`config.mk`:
```
export PLATFORM = sky130hd
export DESIGN_NAME = thm_mode_ctrl
export DESIGN_NICKNAME = d
export VERILOG_FILES = /design/src/hw/thm_sync.v /design/src/hw/thm_frame_timer.v /design/src/hw/thm_mode_ctrl.v
export VERILOG_INCLUDE_DIRS = /design/src /design/src/hw
export SDC_FILE = /design/constraint.sdc
export NUM_CORES = 1
export LEC_CHECK = 0
export ABC_AREA = 1
export BUFFER_PORTS_ARGS = -buffer_cell sky130_fd_sc_hd__buf_2
export CELL_PAD_IN_SITES_DETAIL_PLACEMENT = 1
export CELL_PAD_IN_SITES_GLOBAL_PLACEMENT = 1
export CORE_MARGIN = 5
export CORE_UTILIZATION = 45
export DETAILED_ROUTE_END_ITERATION = 8
export HOLD_SLACK_MARGIN = 0.02
export PLACE_DENSITY = 0.83
export SLEW_MARGIN = 20
export SYNTH_ARGS = -nofsm -noshare
export SYNTH_HDL_FRONTEND = slang
export SYNTH_SLANG_ARGS = --single-unit
```
`constraint.sdc`:
```
create_clock -name sys_clk -period 80.1 [get_ports sys_clk]
set_input_delay 16.02 -clock sys_clk [delete_from_list [all_inputs] [get_ports sys_clk]]
set_output_delay 16.02 -clock sys_clk [all_outputs]
set_load 0.005 [all_outputs]
```
`src/hw/thm_defs.vh`:
```
`ifndef THM_DEFS_VH
`define THM_DEFS_VH

// Operating modes
`define THM_MODE_ACTIVE 2'b00
`define THM_MODE_MONITOR 2'b01
`define THM_MODE_HIBERNATE 2'b10

// Frame rates in frames per second, and the clock rate in Hz
`define THM_ACTIVE_FPS 100
`define THM_MONITOR_FPS 25
`define THM_CLK_HZ 250000000

// Post-reset init time in ms, and its cycle count
`define THM_INIT_MS 200
`define THM_INIT_CYCLES (`THM_CLK_HZ / 1000 * `THM_INIT_MS)

// Watchdog timeout in ms
`define THM_WDOG_MS 50
`define THM_WDOG_CYCLES (`THM_CLK_HZ / 1000 * `THM_WDOG_MS)

// Target address default (arbitrary) and register pointer layout
`define THM_TARGET_ADDR 7'h38
`define THM_REG_RATE_ACTIVE 8'h00
`define THM_REG_RATE_MONITOR 8'h01
`define THM_REG_MODE 8'h02
`define THM_REG_FE_CFG 8'h03
`define THM_REG_STATUS 8'h04

`endif

```
`src/hw/thm_sync.v`:
```
`timescale 1ns/1ps
module thm_sync (
    // Clock and reset
    input wire sys_clk,
    input wire reset,
    // Asynchronous level in, synchronised level out
    input wire asyncIn,
    output reg syncOut
);
    reg stage1;

    always @(posedge sys_clk)
    begin
        if (reset)
        begin
            stage1 <= 1'b1;
            syncOut <= 1'b1;
        end
        else
        begin
            stage1 <= asyncIn;
            syncOut <= stage1;
        end
    end
endmodule // thm_sync

```
`src/hw/thm_frame_timer.v`:
```
`timescale 1ns/1ps
`include "thm_defs.vh"
module thm_frame_timer (
    // Clock and reset
    input wire sys_clk,
    input wire reset,
    // Control
    input wire run,
    input wire [31:0] period,
    // One-cycle frame strobe
    output reg tick
);
    reg [31:0] count;

    always @(posedge sys_clk)
    begin
        if (reset || !run)
        begin
            count <= 32'h0000_0000;
            tick <= 1'b0;
        end
        else if (count + 32'h0000_0001 >= period)
        begin
            count <= 32'h0000_0000;
            tick <= 1'b1;
        end
        else
        begin
            count <= count + 32'h0000_0001;
            tick <= 1'b0;
        end
    end
endmodule // thm_frame_timer

```
`src/hw/thm_mode_ctrl.v`:
```
// Behaviour
// Active mode scans at 100 frames/s by default; host rate register changes it.
// Monitor mode scans at 25 frames/s by default; host may change it.
// Monitor runs only a presence check, no full processing.
// Presence detected in monitor returns immediately to active scanning.
// Serial port closed during monitor; host must not transfer then.
// Hibernate powers down and reacts only to host reset.
// Host reset wakes from hibernate; after any reset mode is active.
// Low level on host_reset_n is a reset request.
// Interrupt output tells host that new touch data is ready.
// I2C port is a target only, never drives clock.
// Transfer starts with 7-bit address then direction bit, 1 read.
// STOP ends packet; repeated START ends current and begins next.
// Front-end configuration is written over the serial interface.
// Watchdog recovers the chip if processing stops.
// Interrupt only after initialisation completes, then reporting begins.
// Host expects reports no sooner than 200 ms after reset.
// No address acknowledge while monitoring or hibernating.
`timescale 1ns/1ps
`include "thm_defs.vh"
module thm_mode_ctrl #(
    parameter [31:0] INIT_CYCLES = `THM_INIT_CYCLES,
    parameter [31:0] WDOG_CYCLES = `THM_WDOG_CYCLES,
    // Frame periods derive from this; short runs may lower it
    parameter [31:0] CLK_HZ = `THM_CLK_HZ
) (
    // Clock and reset
    input wire sys_clk,
    input wire reset,
    // Host pins
    input wire host_reset_n,
    input wire sclIn,
    input wire sdaIn,
    output reg sdaOe_n,
    output reg touchInt_n,
    // Processing side
    input wire touchPresent,
    input wire touchDataReady,
    input wire procHeartbeat,
    input wire [7:0] touchByte,
    // Outputs to the rest of the chip
    output reg [1:0] mode,
    output reg scanStrobe,
    output reg presenceOnly,
    output reg powerDown,
    output reg [7:0] panel_front_end,
    output reg panelFrontEndWr
);
    localparam [2:0] ST_IDLE = 3'd0;
    localparam [2:0] ST_ADDR = 3'd1;
    localparam [2:0] ST_ACK = 3'd2;
    localparam [2:0] ST_WDATA = 3'd3;
    localparam [2:0] ST_RDATA = 3'd4;
    localparam [2:0] ST_RACK = 3'd5;
    localparam [7:0] ACTIVE_FPS_DEF = `THM_ACTIVE_FPS;
    localparam [7:0] MONITOR_FPS_DEF = `THM_MONITOR_FPS;

    wire hostRstN;
    wire scl;
    wire sda;
    reg sclD;
    reg sdaD;
    reg [2:0] busState;
    reg [3:0] bitCnt;
    reg [7:0] shiftReg;
    reg readDir;
    reg havePtr;
    reg ackAddr;
    reg [7:0] regPtr;
    reg [7:0] activeRate;
    reg [7:0] monitorRate;
    reg initDone;
    reg [31:0] initCnt;
    reg [31:0] wdogCnt;
    reg hbD;
    reg softReset;
    wire frameTick;
    reg [31:0] framePeriod;

    thm_sync uRst (.sys_clk(sys_clk), .reset(reset), .asyncIn(host_reset_n),
        .syncOut(hostRstN));
    thm_sync uScl (.sys_clk(sys_clk), .reset(reset), .asyncIn(sclIn), .syncOut(scl));
    thm_sync uSda (.sys_clk(sys_clk), .reset(reset), .asyncIn(sdaIn), .syncOut(sda));

    // Low host reset, power-on reset or watchdog all restart the block
    wire anyReset = reset || !hostRstN || softReset;

    function [31:0] rateToPeriod;
        input [7:0] fps;
        begin
            if (fps == 8'h00)
                rateToPeriod = CLK_HZ;
            else
                rateToPeriod = CLK_HZ / fps;
        end
    endfunction

    always @*
    begin
        if (mode == `THM_MODE_MONITOR)
            framePeriod = rateToPeriod(monitorRate);
        else
            framePeriod = rateToPeriod(activeRate);
    end

    thm_frame_timer uFrame (
        .sys_clk(sys_clk),
        .reset(anyReset),
        .run(initDone && mode != `THM_MODE_HIBERNATE),
        .period(framePeriod),
        .tick(frameTick)
    );

    wire startCond = sclD && scl && sdaD && !sda;
    wire stopCond = sclD && scl && !sdaD && sda;
    wire sclRise = !sclD && scl;
    wire sclFall = sclD && !scl;
    wire portOpen = (mode == `THM_MODE_ACTIVE);

    // Mode, init and watchdog
    always @(posedge sys_clk)
    begin
        if (anyReset)
        begin
            mode <= `THM_MODE_ACTIVE;
            initDone <= 1'b0;
            initCnt <= 32'h0000_0000;
            wdogCnt <= 32'h0000_0000;
            hbD <= 1'b0;
            softReset <= 1'b0;
            scanStrobe <= 1'b0;
            presenceOnly <= 1'b0;
            powerDown <= 1'b0;
            touchInt_n <= 1'b1;
        end
        else
        begin
            hbD <= procHeartbeat;
            scanStrobe <= frameTick && initDone;
            presenceOnly <= (mode == `THM_MODE_MONITOR);
            powerDown <= (mode == `THM_MODE_HIBERNATE);
            if (!initDone)
            begin
                // Reports wait the full init time after reset
                if (initCnt + 32'h0000_0001 >= INIT_CYCLES)
                    initDone <= 1'b1;
                initCnt <= initCnt + 32'h0000_0001;
            end
            if (mode == `THM_MODE_HIBERNATE)
                wdogCnt <= 32'h0000_0000;
            else if (hbD != procHeartbeat)
                wdogCnt <= 32'h0000_0000;
            else if (wdogCnt + 32'h0000_0001 >= WDOG_CYCLES)
                softReset <= 1'b1;
            else
                wdogCnt <= wdogCnt + 32'h0000_0001;
            if (mode == `THM_MODE_MONITOR && touchPresent)
                mode <= `THM_MODE_ACTIVE;
            else if (busState == ST_ACK && !readDir && havePtr && sclFall
                && regPtr == `THM_REG_MODE && shiftReg[1:0] != 2'b11)
                mode <= shiftReg[1:0];
            // Interrupt held low until host starts a read or mode leaves active
            if (initDone && mode == `THM_MODE_ACTIVE && touchDataReady)
                touchInt_n <= 1'b0;
            else if (busState == ST_RDATA || mode != `THM_MODE_ACTIVE)
                touchInt_n <= 1'b1;
        end
    end

    // I2C target; only pulls SDA, never drives SCL
    always @(posedge sys_clk)
    begin
        if (anyReset)
        begin
            sclD <= 1'b1;
            sdaD <= 1'b1;
            busState <= ST_IDLE;
            bitCnt <= 4'h0;
            shiftReg <= 8'h00;
            readDir <= 1'b0;
            havePtr <= 1'b0;
            regPtr <= 8'h00;
            sdaOe_n <= 1'b1;
            ackAddr <= 1'b0;
            activeRate <= ACTIVE_FPS_DEF;
            monitorRate <= MONITOR_FPS_DEF;
            panel_front_end <= 8'h00;
            panelFrontEndWr <= 1'b0;
        end
        else
        begin
            sclD <= scl;
            sdaD <= sda;
            panelFrontEndWr <= 1'b0;
            if (!portOpen)
            begin
                busState <= ST_IDLE;
                sdaOe_n <= 1'b1;
            end
            else if (startCond)
            begin
                // Repeated START closes the packet and opens a new one
                busState <= ST_ADDR;
                bitCnt <= 4'h0;
                havePtr <= 1'b0;
                sdaOe_n <= 1'b1;
            end
            else if (stopCond)
            begin
                busState <= ST_IDLE;
                sdaOe_n <= 1'b1;
            end
            else
            begin
                case (busState)
                    ST_ADDR, ST_WDATA:
                    begin
                        if (sclRise)
                        begin
                            shiftReg <= {shiftReg[6:0], sda};
                            bitCnt <= bitCnt + 4'h1;
                        end
                        else if (sclFall && bitCnt == 4'h8)
                        begin
                            bitCnt <= 4'h0;
                            if (busState == ST_ADDR)
                            begin
                                if (shiftReg[7:1] == `THM_TARGET_ADDR)
                                begin
                                    readDir <= shiftReg[0];
                                    ackAddr <= 1'b1;
                                    busState <= ST_ACK;
                                    sdaOe_n <= 1'b0;
                                end
                                else
                                    busState <= ST_IDLE;
                            end
                            else
                            begin
                                busState <= ST_ACK;
                                sdaOe_n <= 1'b0;
                            end
                        end
                    end
                    ST_ACK:
                    begin
                        if (sclFall)
                        begin
                            ackAddr <= 1'b0;
                            if (readDir)
                            begin
                                busState <= ST_RDATA;
                                shiftReg <= (regPtr == `THM_REG_STATUS) ?
                                    {5'h00, initDone, mode} : touchByte;
                                // Enable low pulls SDA, so it follows the bit
                                sdaOe_n <= (regPtr == `THM_REG_STATUS) ?
                                    1'b0 : touchByte[7];
                                bitCnt <= 4'h1;
                            end
                            else
                            begin
                                busState <= ST_WDATA;
                                sdaOe_n <= 1'b1;
                                // Address byte carries no pointer
                                if (ackAddr)
                                    havePtr <= 1'b0;
                                else if (!havePtr)
                                begin
                                    havePtr <= 1'b1;
                                    regPtr <= shiftReg;
                                end
                                else
                                begin
                                    case (regPtr)
                                        `THM_REG_RATE_ACTIVE: activeRate <= shiftReg;
                                        `THM_REG_RATE_MONITOR: monitorRate <= shiftReg;
                                        `THM_REG_FE_CFG:
                                        begin
                                            panel_front_end <= shiftReg;
                                            panelFrontEndWr <= 1'b1;
                                        end
                                        default: ;
                                    endcase
                                end
                            end
                        end
                    end
                    ST_RDATA:
                    begin
                        if (sclFall)
                        begin
                            if (bitCnt == 4'h8)
                            begin
                                busState <= ST_RACK;
                                sdaOe_n <= 1'b1;
                            end
                            else
                            begin
                                sdaOe_n <= shiftReg[7 - bitCnt[2:0]];
                                bitCnt <= bitCnt + 4'h1;
                            end
                        end
                    end
                    ST_RACK:
                    begin
                        if (sclRise)
                            busState <= sda ? ST_IDLE : ST_ACK;
                    end
                    default: busState <= ST_IDLE;
                endcase
            end
        end
    end
endmodule // thm_mode_ctrl

```
==> out/results.tsv <==
stage	metric	value	unit
clock_network	clk_lat worst skew	0.50	ns
drt	DRT iter0 DRCs	4035	
placement	number of buffers added on ports	31	
sta	WHS	0.415	ns
clock_network	Root Buffer	clkbuf_16	
sta	Hold Fails Final Rpt	0	
cells_and_area	commonest non-fill, non-tap cells in the layout	nand2_1, inv_1, nor2_1	
cells_and_area	antenna cells	0	
worst_setup_path	Reg2Reg Depth	395	
worst_setup_path	RR Startpoint	monitorRate[0]	
worst_setup_path	Setup crit start	monitorRate[0]	
grt	vias in the first global route	68800	
cells_and_area	share of post-route cells with drive strength above 1	14.7	%
clock_network	CTS H-tree depth	4	
sta	fin. max-slew vios	0	
synth	Synth Cell Area	60800	sq um
clock_network	Worst-path clk slew	0.10	ns
clock_network	clock tree buffer depth	2	
drt	post-DR wirelength/cell	18.2	um
synth	post-synthesis compound-gate area fraction	14.0	%
clock_network	number of buffers created by CTS	17	
synth	mux share of post-synthesis cell area	0.0555	%
synth	net count after synthesis	10900	
worst_setup_path	setup slack, reg-to-reg	5.70	ns
die	Die ar.	143000	sq um
synth	asr flop ratio synth	0	%
synth	EDFF count, synth	0	
grt	wire length of the first global-routing pass	354000	um
synth	mean post-synth cell area	5.84	sq um
synth	largest family of logic cells by synthesized area	simple AND/OR/NAND/NOR gates	
sta	final setup violating endpoints	0	
placement	Detailed Place HPWL	184000	um
worst_setup_path	slowest stage delay, CP	0.68	ns
synth	Gate Count Post-Synth	10400	
drt	Vias/cell	5.62	
sta	clk_skew	0.0285	ns
worst_setup_path	Critical R2R Capture	uFrame.count[2]	
synth	top_reg_cell synth	dfxtp_1	
hold_path	Hold Path Class	flop to flop	
sta	relative max-transition margin	29.7	%
die	Rows	134	
synth	Yosys Warn Count	0	
sta	pin slew with the least headroom to its limit	1.03	ns
synth	simple-gate share of the synthesized area	51.0	%
die	DIE WIDTH	378	um
cells_and_area	Reg area	3330	sq um
worst_setup_path	CP endpoint	uFrame.count[2]	
synth	Synth cell types	95	
sta	setup TNS after final layout	0	ns
job	max cap viols	0	
grt	largest net degree at the start of global routing	51	
die	core area	134000	sq um
grt	GRT Total Usage	29.6	%
cells_and_area	Layout fillers	19300	
sta	minimum clock period	74.40	ns
clock_network	total clock sinks	166	
worst_setup_path	Critical Path End Type	flop	
synth	Yosys reg bits	166	
placement	RePlAce Congestion	0.960	
synth	post-synthesis xor/xnor area fraction	6.84	%
synth	adder-cell share of the synthesized area	8.91	%
worst_setup_path	slowest CP cell	nand3_2	
drt	routed vias	68000	
worst_setup_path	critical path arrival	74.82	ns
synth	register area share after synthesis	5.46	%
cells_and_area	Area Overhead vs Synth	2.48	%
die	die extent in y	378	um
sta	RSZ-0062 raised after global routing	no	
worst_setup_path	crit path kind	flop to flop	
die	Initial Util	45.4	%
cells_and_area	area of the multi-input gates	49200	sq um
sta	Final period util	92.9	%
worst_setup_path	crit start category	flop	
worst_setup_path	CP required	80.52	ns
drt	# DRC	0	
drt	Antenna Violating Nets Remaining	0	
outcome	status	completed	
clock_network	CTS tree	done	
die	I/O pin count	32	
worst_setup_path	CP dominant cell by count	nand2_1	
drt	total length of routed wires	221000	um
cells_and_area	most common cell after layout, fill and taps aside	nand2_1	
sta	Max Clk Rate	13.4	MHz
worst_setup_path	Crit Path Max Fanout	40	
grt	initial antenna violation count	0	
grt	grt ovf	0	
drt	TritonRoute pass-1 iters	5	
cells_and_area	Layout Nets	10800	
==> metrics by stage <==
step	worst slack [ns]	utilization, %	instances	cell area [sq um]
floorplan	21.71	-	10400	60800
global placement	7.10	46.0	12100	61600
detailed placement	5.37	46.0	12100	61600
CTS	5.07	46.5	12100	62300
global route	0.0508	46.5	12100	62300
finish	5.70	46.5	12100	62300
==> cells in the mapped netlist, drive strengths merged, types with 6 or more instances <==
master	n	area share, %
a21o	18	0.23
xnor2	136	2.0
o21a	20	0.25
or2	38	0.40
buf	110	2.2
a221oi	12	0.17
nor4	21	0.22
nor3b	6	0.074
o211ai	45	0.58
a31oi	13	0.13
nor3	134	1.4
nor2	1312	10
a21oi	516	4.4
clkbuf	69	0.74
o22ai	37	0.38
o2111ai	15	0.22
xor2	335	4.9
o31ai	11	0.14
nand2	3024	22
nand3b	81	1.0
a211o	7	0.11
dfxtp	166	5.5
inv	1615	10
and2	11	0.12
o21ai	647	5.9
ha	433	8.9
nand4	329	3.7
o21bai	60	0.77
nand3	1055	12
clkinv	67	0.51
a22oi	11	0.14
a211oi	20	0.25
==> what timing repair did <==
item / in CTS / in global routing
setup endpoints to repair: 0 / 32
gates resized for setup: 0 / 1
buffers inserted: 0 / 6
hold buffers: 0 / 0
==> area by class of cell <==
| class | count | area share (%) |
|---|---|---|
| clock inverter | 15 | 0.361 |
| tap | 1768 | 3.55 |
| clock buffer | 17 | 0.683 |
| sequential | 166 | 5.34 |
| inverter | 1687 | 10.5 |
| timing repair buffer | 68 | 0.695 |
| multi-input combinational | 8380 | 78.9 |
==> worst max-delay path, delay by kind of cell (launching register included) <==
kind	cells	cell delay [ns]
simple gates	180	27.07
compound gates	127	26.72
fa+ha+maj	32	11.23
buf+inv	56	8.36
flops	1	0.49
==> registers in the layout, indices dropped and copies added (netlist names), 2 cells and up <==
signal / flops
uFrame.count: 32
regPtr: 8
busState: 3
wdogCnt: 32
mode: 2
panel_front_end: 8
bitCnt: 4
activeRate: 8
initCnt: 32
shiftReg: 8
monitorRate: 8
==> worst min-delay path by stage <==
stage                            from           end  slack (ns)  cells after the start
after detailed placement  uScl.stage1  uScl.syncOut        0.40                      1
after CTS                 uScl.stage1  uScl.syncOut        0.42                      1
after floorplan           uRst.stage1  uRst.syncOut        0.39                      1
after global placement    uSda.stage1  uSda.syncOut        0.39                      1
final                     uScl.stage1  uScl.syncOut        0.41                      1
after global routing      uScl.stage1  uScl.syncOut        0.43                      1
==> per-layer routing <==
metal / vias to the layer above / part of all wire (%) / GRT usage (%)
met2: 1397 / 47 / 52.2
li1: 33600 / - / -
met5: - / 0 / 0
met4: 0 / 3.3 / 9.21
met1: 32600 / 45 / 38.3
met3: 355 / 4.1 / 2.42
==> kinds of logic after synthesis <==
group,Yosys count
xor+xnor,471
buf+inv,1868
other cells,2
flops,166
compound gates,1450
fa+ha+maj,433
simple gates,6021
mux,3
Power is not shown: default switching activity piles up to over one toggle a cycle in this logic, so the estimate is an artifact.
